==> src/logic/dim_params.svh <==
// constants of the digital input value mapper
`ifndef DIM_PARAMS_SVH
`define DIM_PARAMS_SVH

`define DIM_NUM_CHAN 5
`define DIM_VAL_W 16
`define DIM_DEST_W 11

// value limits in hundredths of a percent (+/-300.00 %)
`define DIM_VAL_MAX 16'h7530
`define DIM_VAL_MIN 16'h8AD0
`define DIM_VAL_ZERO 16'h0000

// reset levels: 0.01 % for true, 0.00 % for false
`define DIM_VTRUE_RST 16'h0001
`define DIM_VFALSE_RST 16'h0000

// reset destinations: limit select, ramp freeze, demand bypass
`define DIM_DEST0_RST 11'h05A
`define DIM_DEST1_RST 11'h076
`define DIM_DEST2_RST 11'h077
`define DIM_DEST3_RST 11'h000
`define DIM_DEST4_RST 11'h000

// register map, byte addresses
`define DIM_ADDR_CTRL 8'h00
`define DIM_ADDR_STATUS 8'h04
`define DIM_CHAN_FIRST 4'h1
`define DIM_CHAN_LAST 4'h5
`define DIM_OFS_VTRUE 4'h0
`define DIM_OFS_VFALSE 4'h4
`define DIM_OFS_DEST 4'h8
`define DIM_OFS_OUT 4'hC

// control bits
`define DIM_CTRL_UNLOCK 0
`define DIM_CTRL_ILK_EN 1
`define DIM_ILK_EN_RST 1'b1

// status bits
`define DIM_STAT_ILK_DIS 5
`define DIM_STAT_ANALOG 6

// cycles from reset release until outputs carry valid data
`define DIM_FILL_DONE 2'h3

`define DIM_INTERLOCK_CH 4

`endif

==> src/logic/dim_pkg.sv <==
// types of the digital input value mapper
package dim_pkg;

    typedef struct packed {
        logic [10:0] dest;
        logic [15:0] value;
        logic level;
    } dim_chan_s;

    typedef struct packed {
        logic [4:0] sync1;
        logic [4:0] state;
        logic unlock;
        logic ilk_en;
        logic ilk_dis;
        logic analog_level;
        logic [4:0][15:0] vtrue;
        logic [4:0][15:0] vfalse;
        logic [4:0][10:0] dest;
        logic [4:0][15:0] outv;
        logic [4:0] outl;
        logic [1:0] fill;
        logic wr_en;
        logic ap_valid;
        logic ap_write;
        logic [7:0] ap_addr;
        logic rd_wait;
        logic [31:0] rdata;
    } dim_state_s;

endpackage

==> src/logic/dim_top.sv <==
// digital input value mapper with AHB-Lite register slave
`timescale 1ns/100ps
`default_nettype none
`include "dim_params.svh"

module dim_top
    import dim_pkg::*;
(
    input wire logic hclk,
    input wire logic hresetn,
    input wire logic hsel,
    input wire logic [31:0] haddr,
    input wire logic [1:0] htrans,
    input wire logic hwrite,
    input wire logic [2:0] hsize,
    input wire logic [31:0] hwdata,
    input wire logic hready,
    output logic hreadyout,
    output logic hresp,
    output logic [31:0] hrdata,
    input wire logic first_input_terminal,
    input wire logic second_input_terminal,
    input wire logic third_input_terminal,
    input wire logic fourth_input_terminal,
    input wire logic interlock_terminal,
    input wire logic [15:0] analog_in,
    output logic analog_level,
    output logic [4:0] chan_state,
    output var dim_chan_s [4:0] chan_out,
    output logic chan_wr_en,
    output logic current_loop_disable
);

    localparam dim_state_s DIM_RST = '{
        vtrue: {5{`DIM_VTRUE_RST}},
        vfalse: {5{`DIM_VFALSE_RST}},
        dest: {`DIM_DEST4_RST, `DIM_DEST3_RST, `DIM_DEST2_RST, `DIM_DEST1_RST, `DIM_DEST0_RST},
        ilk_en: `DIM_ILK_EN_RST,
        default: '0
    };

    dim_state_s s_reg;
    dim_state_s s_next;
    logic [4:0] terminals;
    logic [2:0] ap_ch;
    logic ap_in_chan;
    logic rd_stall;

    // ---------------------------------------------------------------
    // helpers
    // ---------------------------------------------------------------
    function automatic logic [15:0] clamp_val(input logic [15:0] v);
        logic [15:0] r;
        r = v;
        if ($signed(v) > $signed(`DIM_VAL_MAX)) begin
            r = `DIM_VAL_MAX;
        end else if ($signed(v) < $signed(`DIM_VAL_MIN)) begin
            r = `DIM_VAL_MIN;
        end
        return r;
    endfunction

    assign terminals = {interlock_terminal, fourth_input_terminal, third_input_terminal,
                        second_input_terminal, first_input_terminal};
    assign ap_in_chan = (s_reg.ap_addr[7:4] >= `DIM_CHAN_FIRST) && (s_reg.ap_addr[7:4] <= `DIM_CHAN_LAST);
    assign ap_ch = 3'(s_reg.ap_addr[7:4] - `DIM_CHAN_FIRST);
    // a read holds the data phase for one wait state
    assign rd_stall = s_reg.ap_valid && !s_reg.ap_write && !s_reg.rd_wait;

    // ---------------------------------------------------------------
    // next state
    // ---------------------------------------------------------------
    always_comb begin
        s_next = s_reg;

        s_next.sync1 = terminals;
        s_next.state = s_reg.sync1;

        for (int i = 0; i < `DIM_NUM_CHAN; i++) begin
            s_next.outv[i] = s_reg.state[i] ? s_reg.vtrue[i] : s_reg.vfalse[i];
            s_next.outl[i] = $signed(s_next.outv[i]) > $signed(`DIM_VAL_ZERO);
        end

        s_next.analog_level = $signed(analog_in) > $signed(`DIM_VAL_ZERO);
        s_next.ilk_dis = s_reg.ilk_en && !s_reg.state[`DIM_INTERLOCK_CH];

        if (s_reg.fill != `DIM_FILL_DONE) begin
            s_next.fill = s_reg.fill + 2'h1;
        end
        s_next.wr_en = (s_reg.fill == `DIM_FILL_DONE);

        // write data phase
        if (s_reg.ap_valid && s_reg.ap_write) begin
            if (s_reg.ap_addr == `DIM_ADDR_CTRL) begin
                s_next.unlock = hwdata[`DIM_CTRL_UNLOCK];
                s_next.ilk_en = hwdata[`DIM_CTRL_ILK_EN];
            end else if (s_reg.unlock && ap_in_chan) begin
                unique case (s_reg.ap_addr[3:0])
                    `DIM_OFS_VTRUE: begin
                        s_next.vtrue[ap_ch] = clamp_val(hwdata[15:0]);
                    end
                    `DIM_OFS_VFALSE: begin
                        s_next.vfalse[ap_ch] = clamp_val(hwdata[15:0]);
                    end
                    `DIM_OFS_DEST: begin
                        s_next.dest[ap_ch] = hwdata[10:0];
                    end
                    default: begin
                    end
                endcase
            end
        end

        // read data phase, first cycle loads the answer
        if (rd_stall) begin
            s_next.rd_wait = 1'b1;
            s_next.rdata = '0;
            if (s_reg.ap_addr == `DIM_ADDR_CTRL) begin
                s_next.rdata[`DIM_CTRL_UNLOCK] = s_reg.unlock;
                s_next.rdata[`DIM_CTRL_ILK_EN] = s_reg.ilk_en;
            end else if (s_reg.ap_addr == `DIM_ADDR_STATUS) begin
                s_next.rdata[4:0] = s_reg.state;
                s_next.rdata[`DIM_STAT_ILK_DIS] = s_reg.ilk_dis;
                s_next.rdata[`DIM_STAT_ANALOG] = s_reg.analog_level;
            end else if (ap_in_chan) begin
                unique case (s_reg.ap_addr[3:0])
                    `DIM_OFS_VTRUE: begin
                        s_next.rdata = {{16{s_reg.vtrue[ap_ch][15]}}, s_reg.vtrue[ap_ch]};
                    end
                    `DIM_OFS_VFALSE: begin
                        s_next.rdata = {{16{s_reg.vfalse[ap_ch][15]}}, s_reg.vfalse[ap_ch]};
                    end
                    `DIM_OFS_DEST: begin
                        s_next.rdata[10:0] = s_reg.dest[ap_ch];
                    end
                    `DIM_OFS_OUT: begin
                        s_next.rdata = {{16{s_reg.outv[ap_ch][15]}}, s_reg.outv[ap_ch]};
                    end
                    default: begin
                    end
                endcase
            end
        end

        // address phase taken when the bus is ready and no read wait state is pending
        if (hready && !rd_stall) begin
            s_next.ap_valid = hsel && htrans[1];
            s_next.ap_write = hwrite;
            s_next.ap_addr = haddr[7:0];
            s_next.rd_wait = 1'b0;
        end
    end

    always_ff @(posedge hclk or negedge hresetn) begin
        if (!hresetn) begin
            s_reg <= DIM_RST;
        end else begin
            s_reg <= s_next;
        end
    end

    // ---------------------------------------------------------------
    // outputs
    // ---------------------------------------------------------------
    always_comb begin
        for (int i = 0; i < `DIM_NUM_CHAN; i++) begin
            chan_out[i].dest = s_reg.dest[i];
            chan_out[i].value = s_reg.outv[i];
            chan_out[i].level = s_reg.outl[i];
        end
    end

    assign hreadyout = !rd_stall;
    assign hresp = 1'b0;
    assign hrdata = s_reg.rdata;
    assign chan_state = s_reg.state;
    assign chan_wr_en = s_reg.wr_en;
    assign analog_level = s_reg.analog_level;
    assign current_loop_disable = s_reg.ilk_dis;

    logic past_valid;
    always_ff @(posedge hclk or negedge hresetn) begin
        if (!hresetn) begin
            past_valid <= 1'b0;
        end else begin
            past_valid <= 1'b1;
        end
    end

    // ---------------------------------------------------------------
    // data phase decode for checks
    // ---------------------------------------------------------------
    logic dp_write;
    logic dp_chan_wr;
    logic dp_rd_ctrl;
    logic dp_rd_status;
    logic dp_rd_chan;
    logic dp_in_range;
    assign dp_write = s_reg.ap_valid && s_reg.ap_write;
    assign dp_chan_wr = s_reg.unlock && dp_write && ap_in_chan;
    assign dp_rd_ctrl = rd_stall && (s_reg.ap_addr == `DIM_ADDR_CTRL);
    assign dp_rd_status = rd_stall && (s_reg.ap_addr == `DIM_ADDR_STATUS);
    assign dp_rd_chan = rd_stall && ap_in_chan;
    // in-range writes must land unchanged, others saturate
    assign dp_in_range = ($signed(hwdata[15:0]) <= $signed(`DIM_VAL_MAX)) &&
                         ($signed(hwdata[15:0]) >= $signed(`DIM_VAL_MIN));

    for (genvar g = 0; g < `DIM_NUM_CHAN; g++) begin : g_chk

    end
endmodule
`default_nettype wire

==> config.mk <==
export PLATFORM = sky130hd
export DESIGN_NAME = dim_top
export DESIGN_NICKNAME = d
export VERILOG_FILES = /design/src/logic/dim_pkg.sv /design/src/logic/dim_top.sv
export VERILOG_INCLUDE_DIRS = /design/src /design/src/logic
export SDC_FILE = /design/constraint.sdc
export NUM_CORES = 1
export LEC_CHECK = 0
export CAP_MARGIN = 25
export CELL_PAD_IN_SITES_DETAIL_PLACEMENT = 1
export CELL_PAD_IN_SITES_GLOBAL_PLACEMENT = 1
export CORE_MARGIN = 4
export CORE_UTILIZATION = 46
export CTS_CLUSTER_DIAMETER = 40
export DETAILED_ROUTE_END_ITERATION = 6
export DONT_BUFFER_PORTS = 1
export GPL_TIMING_DRIVEN = 0
export MAX_ROUTING_LAYER = met4
export PLACE_DENSITY_LB_ADDON = 0.1
export SLEW_MARGIN = 20
export SYNTH_ARGS = -nofsm -noshare
export SYNTH_HDL_FRONTEND = slang
export SYNTH_SLANG_ARGS = --single-unit
==> constraint.sdc <==
create_clock -name hclk -period 3.53 [get_ports hclk]
set_clock_uncertainty 0.15 [all_clocks]
set_input_delay 0.1765 -clock hclk [delete_from_list [all_inputs] [get_ports hclk]]
set_output_delay 0.1765 -clock hclk [all_outputs]
set_load 0.05 [all_outputs]
==> impl_metrics.tcl, run 1 <==
set metrics [dict create \
    path_cells "dlygate4sd3_1 > inv_1 > a21boi_0 > o21ai_0 > a41o_1 > ha_1 > a211oi_2 > nor2b_1 > clkbuf_1 > o21ai_0" \
    grt_antenna_before_repair 1 \
    status "finished with violations" \
    syn2layout_area_growth_pct 18.5 \
    syn_area_per_cell_um2 11.2 \
    slowest_stage "a211oi_2" \
    num_io_pins 277 \
    clk_pin_slew_worst_paths_ns 0.06 \
    clockBufferDepth 3 \
    fin_util_pct 55.2 \
    cts_buffers 53 \
    worst_slew_pin_slew_ns 1.66 \
    dr.pass1.iters 5 \
    period_share_pct 101 \
    leakage_uw 0.00890 \
    cts_root_buf "clkbuf_16" \
    grt_usage_pct 32.9 \
    final_area_um2 20200 \
    clkSinkCount 344 \
    failed_checks "negative hold slack, max-slew violations, negative setup slack" \
    ys_ff_latch 344 \
    timing.fmax_mhz 280 \
    grt_overflow 0 \
    worstPathRequired_ns 3.81 \
    arrival_ns 3.85 \
    clk_latency_ns 0.60 \
    final-hold-violation-count 335 \
    ant_nets 0 \
    reg2reg_to "hrdata[2]" \
    hold-worst-slack_ns -0.868 \
    worst-setup-path-type "input port to register" \
    async_flop_share_pct 100 \
    synth_edf_count 0 \
    dr_wl_met3_mm 4.67 \
    final_net_count 1716 \
    ir_worst_vdd_mv 0.334 \
    powerDensity_nw_per_um2 647 \
    grt_start_max_net_pins 345 \
    largest_reg_flops 175 \
    slowest_delay_ns 0.67 \
    cts_tree "yes" \
    synth_nets 1618 \
    dieWidth_um 200 \
    drtIter0Drc 1266 \
    route.layer.met1.wl_mm 28.2 \
    maxCapViolations 0 \
    path_common_cell "o21ai_0" \
    path_buf_inv 3 \
    timing.rr.start "s_reg[37]" \
    cp_top_family "compound AO/OA/AOI/OAI gates" \
    dr_wl_met2_mm 30.1 \
    vias 12900 \
    fin_tns_setup_ns -0.102 \
    rsz0062_at_grt "false" \
    rrSetupSlack_ns 0.03 \
    reg2reg_depth 9 \
    die_y_um 200 \
    grt_pass1_wl_mm 96.4 \
    dieArea_um2 40100 \
    hpwl_mm 46.8 \
    grt_pass1_vias 13800 \
    start_util_pct 46.6 \
    totalWireLength_mm 65.0 \
    finalMaxSlewViolations 123 \
    hold_buffers 35 \
    drc 0 \
    yosysSeqAreaShare_pct 50.8 \
    worstSetupStartpointType "input port" \
    ctsHtreeMaxLevel 2 \
    row_count 70 \
    max_slew_margin_pct -10.4 \
    port_buffers 0 \
    via_per_inst 6.04 \
    detail_route.wl_per_cell_um 30.5 \
    cp_max_fo 10 \
    post_route_cells_drive_above_1_share_pct 37.3 \
    dr.max_layer_used "met4" \
    final.min_clock_period_ns 3.57 \
    core_um2 36500 \
    hold_class "input port to asynchronous set/reset pin" \
    synth-main-ff-cell "dfrtp_1" \
    fin_ws_ns -0.0376 \
    setup_viol 5 \
    filler_cell_count 3822 \
    gp_congestion 0.970 \
    synth_area_um2 17000 \
    dpl-instance-area_um2 17600 \
    postSynthCellCount 1518 \
    yosys_warnings 0 \
    cp-end-kind "register" \
    ys_types 58 \
    dpl_worst_slack_ns -1.79 \
]
logic make-up after synthesis:
group	synth area share, %
simple gates	9.61
buf+inv	10.4
mux	20.3
flops	50.8
compound gates	8.33
other cells	0.0220
fa+ha+maj	0.368
xor+xnor	0.154
worst max path at each step:
stage / startpoint / to / slack, ns / cells past startpoint
6_report: hwdata[8] / s_reg[334] / -0.04 / 10
2_1_floorplan: s_reg[37] / chan_out[105] / 0.24 / 11
3_5_place_dp: s_reg[37] / hrdata[6] / -1.79 / 13
5_1_grt: s_reg[37] / hrdata[0] / 0.01 / 12
3_3_place_gp: s_reg[37] / hrdata[6] / -1.73 / 13
4_1_cts: s_reg[37] / hrdata[7] / 0.006 / 9
final cells by class:
type	instances	area, um^2	share of cell area (%)
inverters	13	52.6	0.261
well taps	468	586	2.90
clock inverters	30	368	1.82
diodes	1	2.50	0.0124
flip-flops and latches	344	8630	42.8
repair buffers	43	414	2.05
plain buffers	270	1820	9.01
multi-input cells	891	6790	33.7
clock buffers	69	1500	7.43
power by group:
group,leakage [uW],switching (uW),internal (uW)
logic,0.00424,2190,1030
registers,0.00376,194,4130
clock network,0.000898,2030,3460
stage by stage:
| stage | cells | total power, uW |
|---|---|---|
| 6_report | 2129 | 13000 |
| 5_1_grt | 2128 | 13500 |
| 4_1_cts | 2126 | 13000 |
| 3_5_place_dp | 1987 | 7280 |
| 3_3_place_gp | 1986 | 7240 |
| 2_1_floorplan | 1518 | 6220 |
routing by layer:
layer | vias up | global-route usage, %
met4 | 0 | 10.5
met2 | 556 | 50.5
met5 | - | -
li1 | 5454 | -
met1 | 6734 | 44.3
met3 | 122 | 6.91
synth_stat cells, drive strengths merged, types with 7 or more instances:
cell / number / share of area, %
o21ai: 145 / 4.3
nor3: 28 / 0.82
nand2: 158 / 3.5
mux2: 209 / 14
dfrtp: 323 / 48
a31oi: 19 / 0.70
a21oi: 41 / 1.2
dfstp: 21 / 3.2
nor2b: 7 / 0.26
mux4: 28 / 3.7
and3: 10 / 0.37
nor4: 27 / 1.0
clkbuf: 66 / 1.5
o22ai: 9 / 0.33
inv: 13 / 0.29
buf: 204 / 8.7
mux2i: 46 / 2.7
nand3: 70 / 2.1
nor2: 23 / 0.51
cell usage in the layout, fill, tap and decap left out, types with 18 or more instances in the layout:
cell / n
dfrtp_1: 323
nand2_1: 153
a21oi_1: 41
mux2_2: 205
dlygate4sd3_1: 35
clkbuf_16: 55
nand3_1: 65
clkbuf_2: 18
buf_4: 188
nor4_1: 20
mux4_2: 28
dfstp_2: 21
a31oi_1: 19
nor2_1: 22
clkbuf_1: 48
o21ai_0: 130
nor3_1: 24
mux2i_1: 44
what timing repair did:
item                                    in CTS  in global routing
setup buffers                                5                  2
pin swaps                                    2                  1
endpoints found under the setup margin     233                 81
gates resized for setup                     60                 28
endpoints found under the hold margin      468                344
No activity file was read; power rests on OpenSTA's default activity.
==> inputs of run 2 (changes only) <==
clock period = 3.22 ns   (was 3.53 ns; I/O delays follow)
==> run 2 against run 1 <==
Effect of this change: the flow finishes with violations (negative hold slack); via count about the same; cell count grew 0.33%; sequential share of layout area down 0.35 points; largest cell class unchanged; highest routed layer unchanged.
==> impl_metrics.tcl, run 2 (synthesis gave the netlist of run 1 again) <==
set metrics [dict create \
    status "finished with violations" \
    failed_checks "negative hold slack" \
    hold_class "input port to asynchronous set/reset pin" \
    hpwl_mm 46.7 \
    p_switching_uw 4950 \
    dpl-instance-area_um2 17600 \
    period_share_pct 99.8 \
    maxCapViolations 0 \
    final_area_um2 20300 \
    powerDensity_nw_per_um2 708 \
    cp_max_fo 11 \
    max_slew_margin_pct 32.5 \
    worstPathRequired_ns 3.56 \
    rsz0062_at_grt "false" \
    worst-setup-path-type "register to register" \
    die_y_um 200 \
    ir_worst_vdd_mv 0.434 \
    p_seq_share_pct 33.0 \
    clk_pin_slew_worst_paths_ns 0.06 \
    ant_nets 0 \
    grt_antenna_before_repair 4 \
    arrival_ns 3.55 \
    power_uw 14400 \
    filler_cell_count 3759 \
    dieWidth_um 200 \
    via_per_inst 6.03 \
    cts_root_buf "clkbuf_16" \
    largest_reg_flops 175 \
    drtIter0Drc 1180 \
    vias 12900 \
    grt_usage_pct 33.1 \
    reg2reg_depth 6 \
    dpl_worst_slack_ns -2.05 \
    final_common_cell "dfrtp_1" \
    finalMaxSlewViolations 0 \
    gp_congestion 0.986 \
    final.min_clock_period_ns 3.21 \
    port_buffers 0 \
    grt_start_max_net_pins 345 \
    cts_buffers 54 \
    clockBufferDepth 3 \
    leakage_uw 0.00897 \
    num_io_pins 277 \
    dieArea_um2 40100 \
    clk_latency_ns 0.61 \
    final_net_count 1719 \
    post_route_cells_drive_above_1_share_pct 38.6 \
    grt_overflow 0 \
    timing.fmax_mhz 311 \
    drc 0 \
    ctsHtreeMaxLevel 2 \
    worst_slew_pin_slew_ns 1.01 \
    fin_util_pct 55.7 \
    fin_tns_setup_ns 0 \
    cts_tree "yes" \
    totalWireLength_mm 65.4 \
    setup_viol 0 \
    grt_pass1_vias 13900 \
    core_um2 36500 \
    detail_route.wl_per_cell_um 30.6 \
    pwr-share-comb_pct 25.6 \
    final-hold-violation-count 344 \
    layout_common_cells "dfrtp_1, mux2_2, buf_4" \
    row_count 70 \
    fin_ws_ns 0.00717 \
    clkSinkCount 344 \
    clkPwrFrac_pct 41.4 \
    syn2layout_area_growth_pct 19.5 \
    intPower_uw 9450 \
    start_util_pct 46.6 \
    p_sw_share_pct 34.4 \
    cp-end-kind "register" \
    dr.pass1.iters 5 \
    worstSetupStartpointType "register" \
    grt_pass1_wl_mm 96.2 \
    hold-worst-slack_ns -0.878 \
]
-- run 2: layout make-up --
type	count	area, um^2	area share [%]
tap	468	586	2.88
clock buffer	69	1480	7.27
inverter	13	52.6	0.258
clock inverter	33	373	1.83
multi-input combinational	891	6870	33.8
timing repair buffer	48	450	2.22
antenna	3	7.51	0.0369
sequential	344	8640	42.5
buffer	267	1880	9.26
-- run 2: layer usage --
metal / track usage [%] / vias up / routed length, um
li1: - / 5459 / -
met1: 44.2 / 6700 / 27800
met2: 49.5 / 577 / 29800
met3: 7.64 / 135 / 5340
met4: 12.8 / 0 / 2510
met5: - / - / 0
-- run 2: final timing paths --
path                            slack (ns)           from            end
worst max-delay path                 0.007  chan_state[2]   chan_out[56]
worst min-delay path                 -0.88        hresetn   chan_out[80]
worst max register to register       0.007  chan_state[2]   chan_out[56]
worst min register to register        0.20    s_next[351]  chan_state[1]
max in group asynchronous             3.39        hresetn     s_reg[298]
min in group hclk                     0.12         hwrite      s_reg[41]
-- run 2: power by group through the flow --
stage	sequential, uW	clock [uW]	combinational, uW
final	4750	5960	3690
after global routing	4770	6230	3840
after CTS	4730	6010	3560
after detailed placement	4790	0	3200
after global placement	4780	0	3170
after floorplan	4710	0	2110
-- run 2: what timing repair did --
action                                 4_1_cts  5_1_grt
endpoints found under the hold margin      493      347
pin swaps                                    6        2
setup buffers                               10        1
gates resized for setup                    102       23
hold buffers                                35        1
setup endpoints to repair                  236      133
-- run 2: critical path, cell delays in order (launching register included) --
cell and delay (ns):
dfrtp_1 0.36, clkbuf_1 0.56, clkbuf_2 0.54, mux2_2 0.44, nor4_2 0.56, nand4_1 0.27, nor2b_1 0.21
-- run 2: through the flow --
step	cells	hold slack, ns
after CTS	2131	-0.890
after global placement	1986	-0.271
after floorplan	1518	-0.285
after detailed placement	1986	-0.268
final	2136	-0.878
after global routing	2136	-0.896
==> inputs of run 3 (changes only) <==
CORE_UTILIZATION = 51   (was 46)
SETUP_SLACK_MARGIN = 0.02   (was not set)
clock period = 3.5 ns   (was 3.22 ns; I/O delays follow)
==> run 3 against run 2 <==
Effect of this change: critical endpoint is now s_reg[193]; first-iteration DRC count fell by 2.5%; clock-buffer cell count is 2 lower; largest cell class unchanged; via count grew 2.4%; sequential cell count unchanged; die area down 9.4%; non-clock buffer count is 4 lower; critical path depth is 3 higher; utilization increased by 6.2 points; critical path type is now input port to register; wire length up 0.90%; the flow still finishes with violations (negative hold slack); worst hold slack better by 0.046 ns.
==> impl_metrics.tcl, run 3 (synthesis gave the netlist of run 1 again) <==
set metrics [dict create \
    status "finished with violations" \
    failed_checks "negative hold slack" \
    fin_util_pct 61.8 \
    syn2layout_area_growth_pct 18.8 \
    largest_reg_flops 175 \
    cts_buffers 52 \
    hpwl_mm 46.4 \
    layout_common_cells "dfrtp_1, mux2_2, buf_4" \
    detail_route.wl_per_cell_um 31.4 \
    instances_no_fill 2099 \
    dieWidth_um 191 \
    hold_buffers 33 \
    grt_antenna_before_repair 1 \
    route.layer.met1.wl_mm 27.2 \
    vias 13200 \
    finalMaxSlewViolations 0 \
    die_y_um 191 \
    dr_wl_met2_mm 30.9 \
    clk_pin_slew_worst_paths_ns 0.06 \
    powerDensity_nw_per_um2 660 \
    final_net_count 1713 \
    dpl-instance-area_um2 17600 \
    grt_usage_pct 37.2 \
    post-place-cells 1961 \
    clkSinkCount 344 \
    rsz0062_at_grt "false" \
    filler_cell_count 3321 \
    drc 0 \
    worst-setup-path-type "input port to register" \
    totalWireLength_mm 66.0 \
    drtIter0Drc 1150 \
    post_route_cells_drive_above_1_share_pct 38.0 \
    grt_pass1_vias 14000 \
    final.min_clock_period_ns 3.48 \
    final-hold-violation-count 344 \
    port_buffers 0 \
    final_area_um2 20200 \
    grt_overflow 0 \
    reg2reg_to "hrdata[1]" \
    dr.pass1.iters 5 \
    max_slew_margin_pct 28.5 \
    leakage_uw 0.00893 \
    via_per_inst 6.28 \
    timing.rr.start "s_reg[37]" \
    cp-end-kind "register" \
    cp_max_fo 10 \
    num_io_pins 277 \
    ir_worst_vdd_mv 0.417 \
    setup_viol 0 \
    row_count 66 \
    clk_latency_ns 0.58 \
    start_util_pct 52.0 \
    grt_start_max_net_pins 345 \
    cts_root_buf "clkbuf_16" \
    dr.max_layer_used "met4" \
    cts_tree "yes" \
    final_common_cell "dfrtp_1" \
    gp_congestion 0.944 \
    period_share_pct 99.4 \
    maxCapViolations 0 \
    clockBufferDepth 3 \
    worst_slew_pin_slew_ns 1.06 \
    dieArea_um2 36300 \
    ctsHtreeMaxLevel 2 \
    core_um2 32700 \
    dr_wl_met3_mm 5.31 \
    grt_pass1_wl_mm 96.5 \
    rrSetupSlack_ns 0.11 \
    timing.fmax_mhz 287 \
    arrival_ns 3.72 \
    worstSetupStartpointType "input port" \
    hold_class "input port to asynchronous set/reset pin" \
    hold-worst-slack_ns -0.832 \
    ant_nets 0 \
    reg2reg_depth 11 \
    worstPathRequired_ns 3.74 \
]
==> run 3: changes by cell type in the layout (fill, tap and decap cells not counted), moves of 3 or more <==
cell | before | now
clkbuf_2 | 25 | 19
clkinv_2 | 7 | 3
nor4_2 | 7 | 3
buf_1 | 1 | 4
buf_2 | 8 | 11
buf_4 | 194 | 191
clkinv_4 | 2 | 5
dlygate4sd3_1 | 36 | 33
==> run 3: metrics by stage <==
stage / power [uW] / setup WS, ns / hold slack, ns / setup TNS [ns]
global placement: 7310 / -1.75 / -0.258 / -232.06
global route: 13700 / 0.0470 / -0.845 / 0
floorplan: 6270 / 0.214 / -0.271 / 0
CTS: 13200 / 0.0313 / -0.849 / 0
finish: 13300 / 0.0214 / -0.832 / 0
detailed placement: 7370 / -1.88 / -0.261 / -227.34
==> run 3: timing repair <==
item / CTS / global route
gates resized for setup: 70 / 48
endpoints found under the hold margin: 465 / 344
pin swaps: 3 / 1
buffers inserted: 8 / 0
setup endpoints to repair: 234 / 116
==> run 3: report_power, final <==
group	total [uW]	switching (uW)	internal [uW]
Clock	5580	2030	3550
Sequential	4370	197	4170
Combinational	3390	2310	1080
Total	13300	4540	8800
==> run 3: final cells by class <==
class	instances	area (um^2)	area share, %
Antenna cell	1	2.50	0.0124
Buffer	268	1840	9.12
Clock buffer	67	1490	7.37
Clock inverter	30	400	1.98
Inverter	13	52.6	0.260
Multi-Input combinational cell	891	6830	33.8
Sequential cell	344	8630	42.7
Tap cell	442	553	2.74
Timing Repair Buffer	43	410	2.03
==> run 3: how the worst max path moves through the flow <==
stage | from | endpoint | slack, ns
6_report | hwdata[8] | s_reg[193] | 0.02
3_3_place_gp | s_reg[37] | hrdata[6] | -1.75
2_1_floorplan | s_reg[37] | chan_out[105] | 0.21
4_1_cts | s_reg[37] | hrdata[9] | 0.03
5_1_grt | hwdata[8] | s_reg[193] | 0.05
3_5_place_dp | s_reg[37] | hrdata[7] | -1.88
==> run 3: per-layer routing <==
metal	vias to the layer above	track usage, %
met1	6927	49.6
met2	666	57.7
met4	0	13.2
met3	133	6.94
met5	-	-
li1	5449	-
==> run 3: critical path, cell delays in order <==
cell,delay (ns)
dlygate4sd3_1,0.63
inv_1,0.17
a21boi_0,0.54
o21ai_0,0.20
a41o_1,0.27
ha_1,0.32
clkbuf_1,0.26
o21ai_1,0.87
o21ai_0,0.29
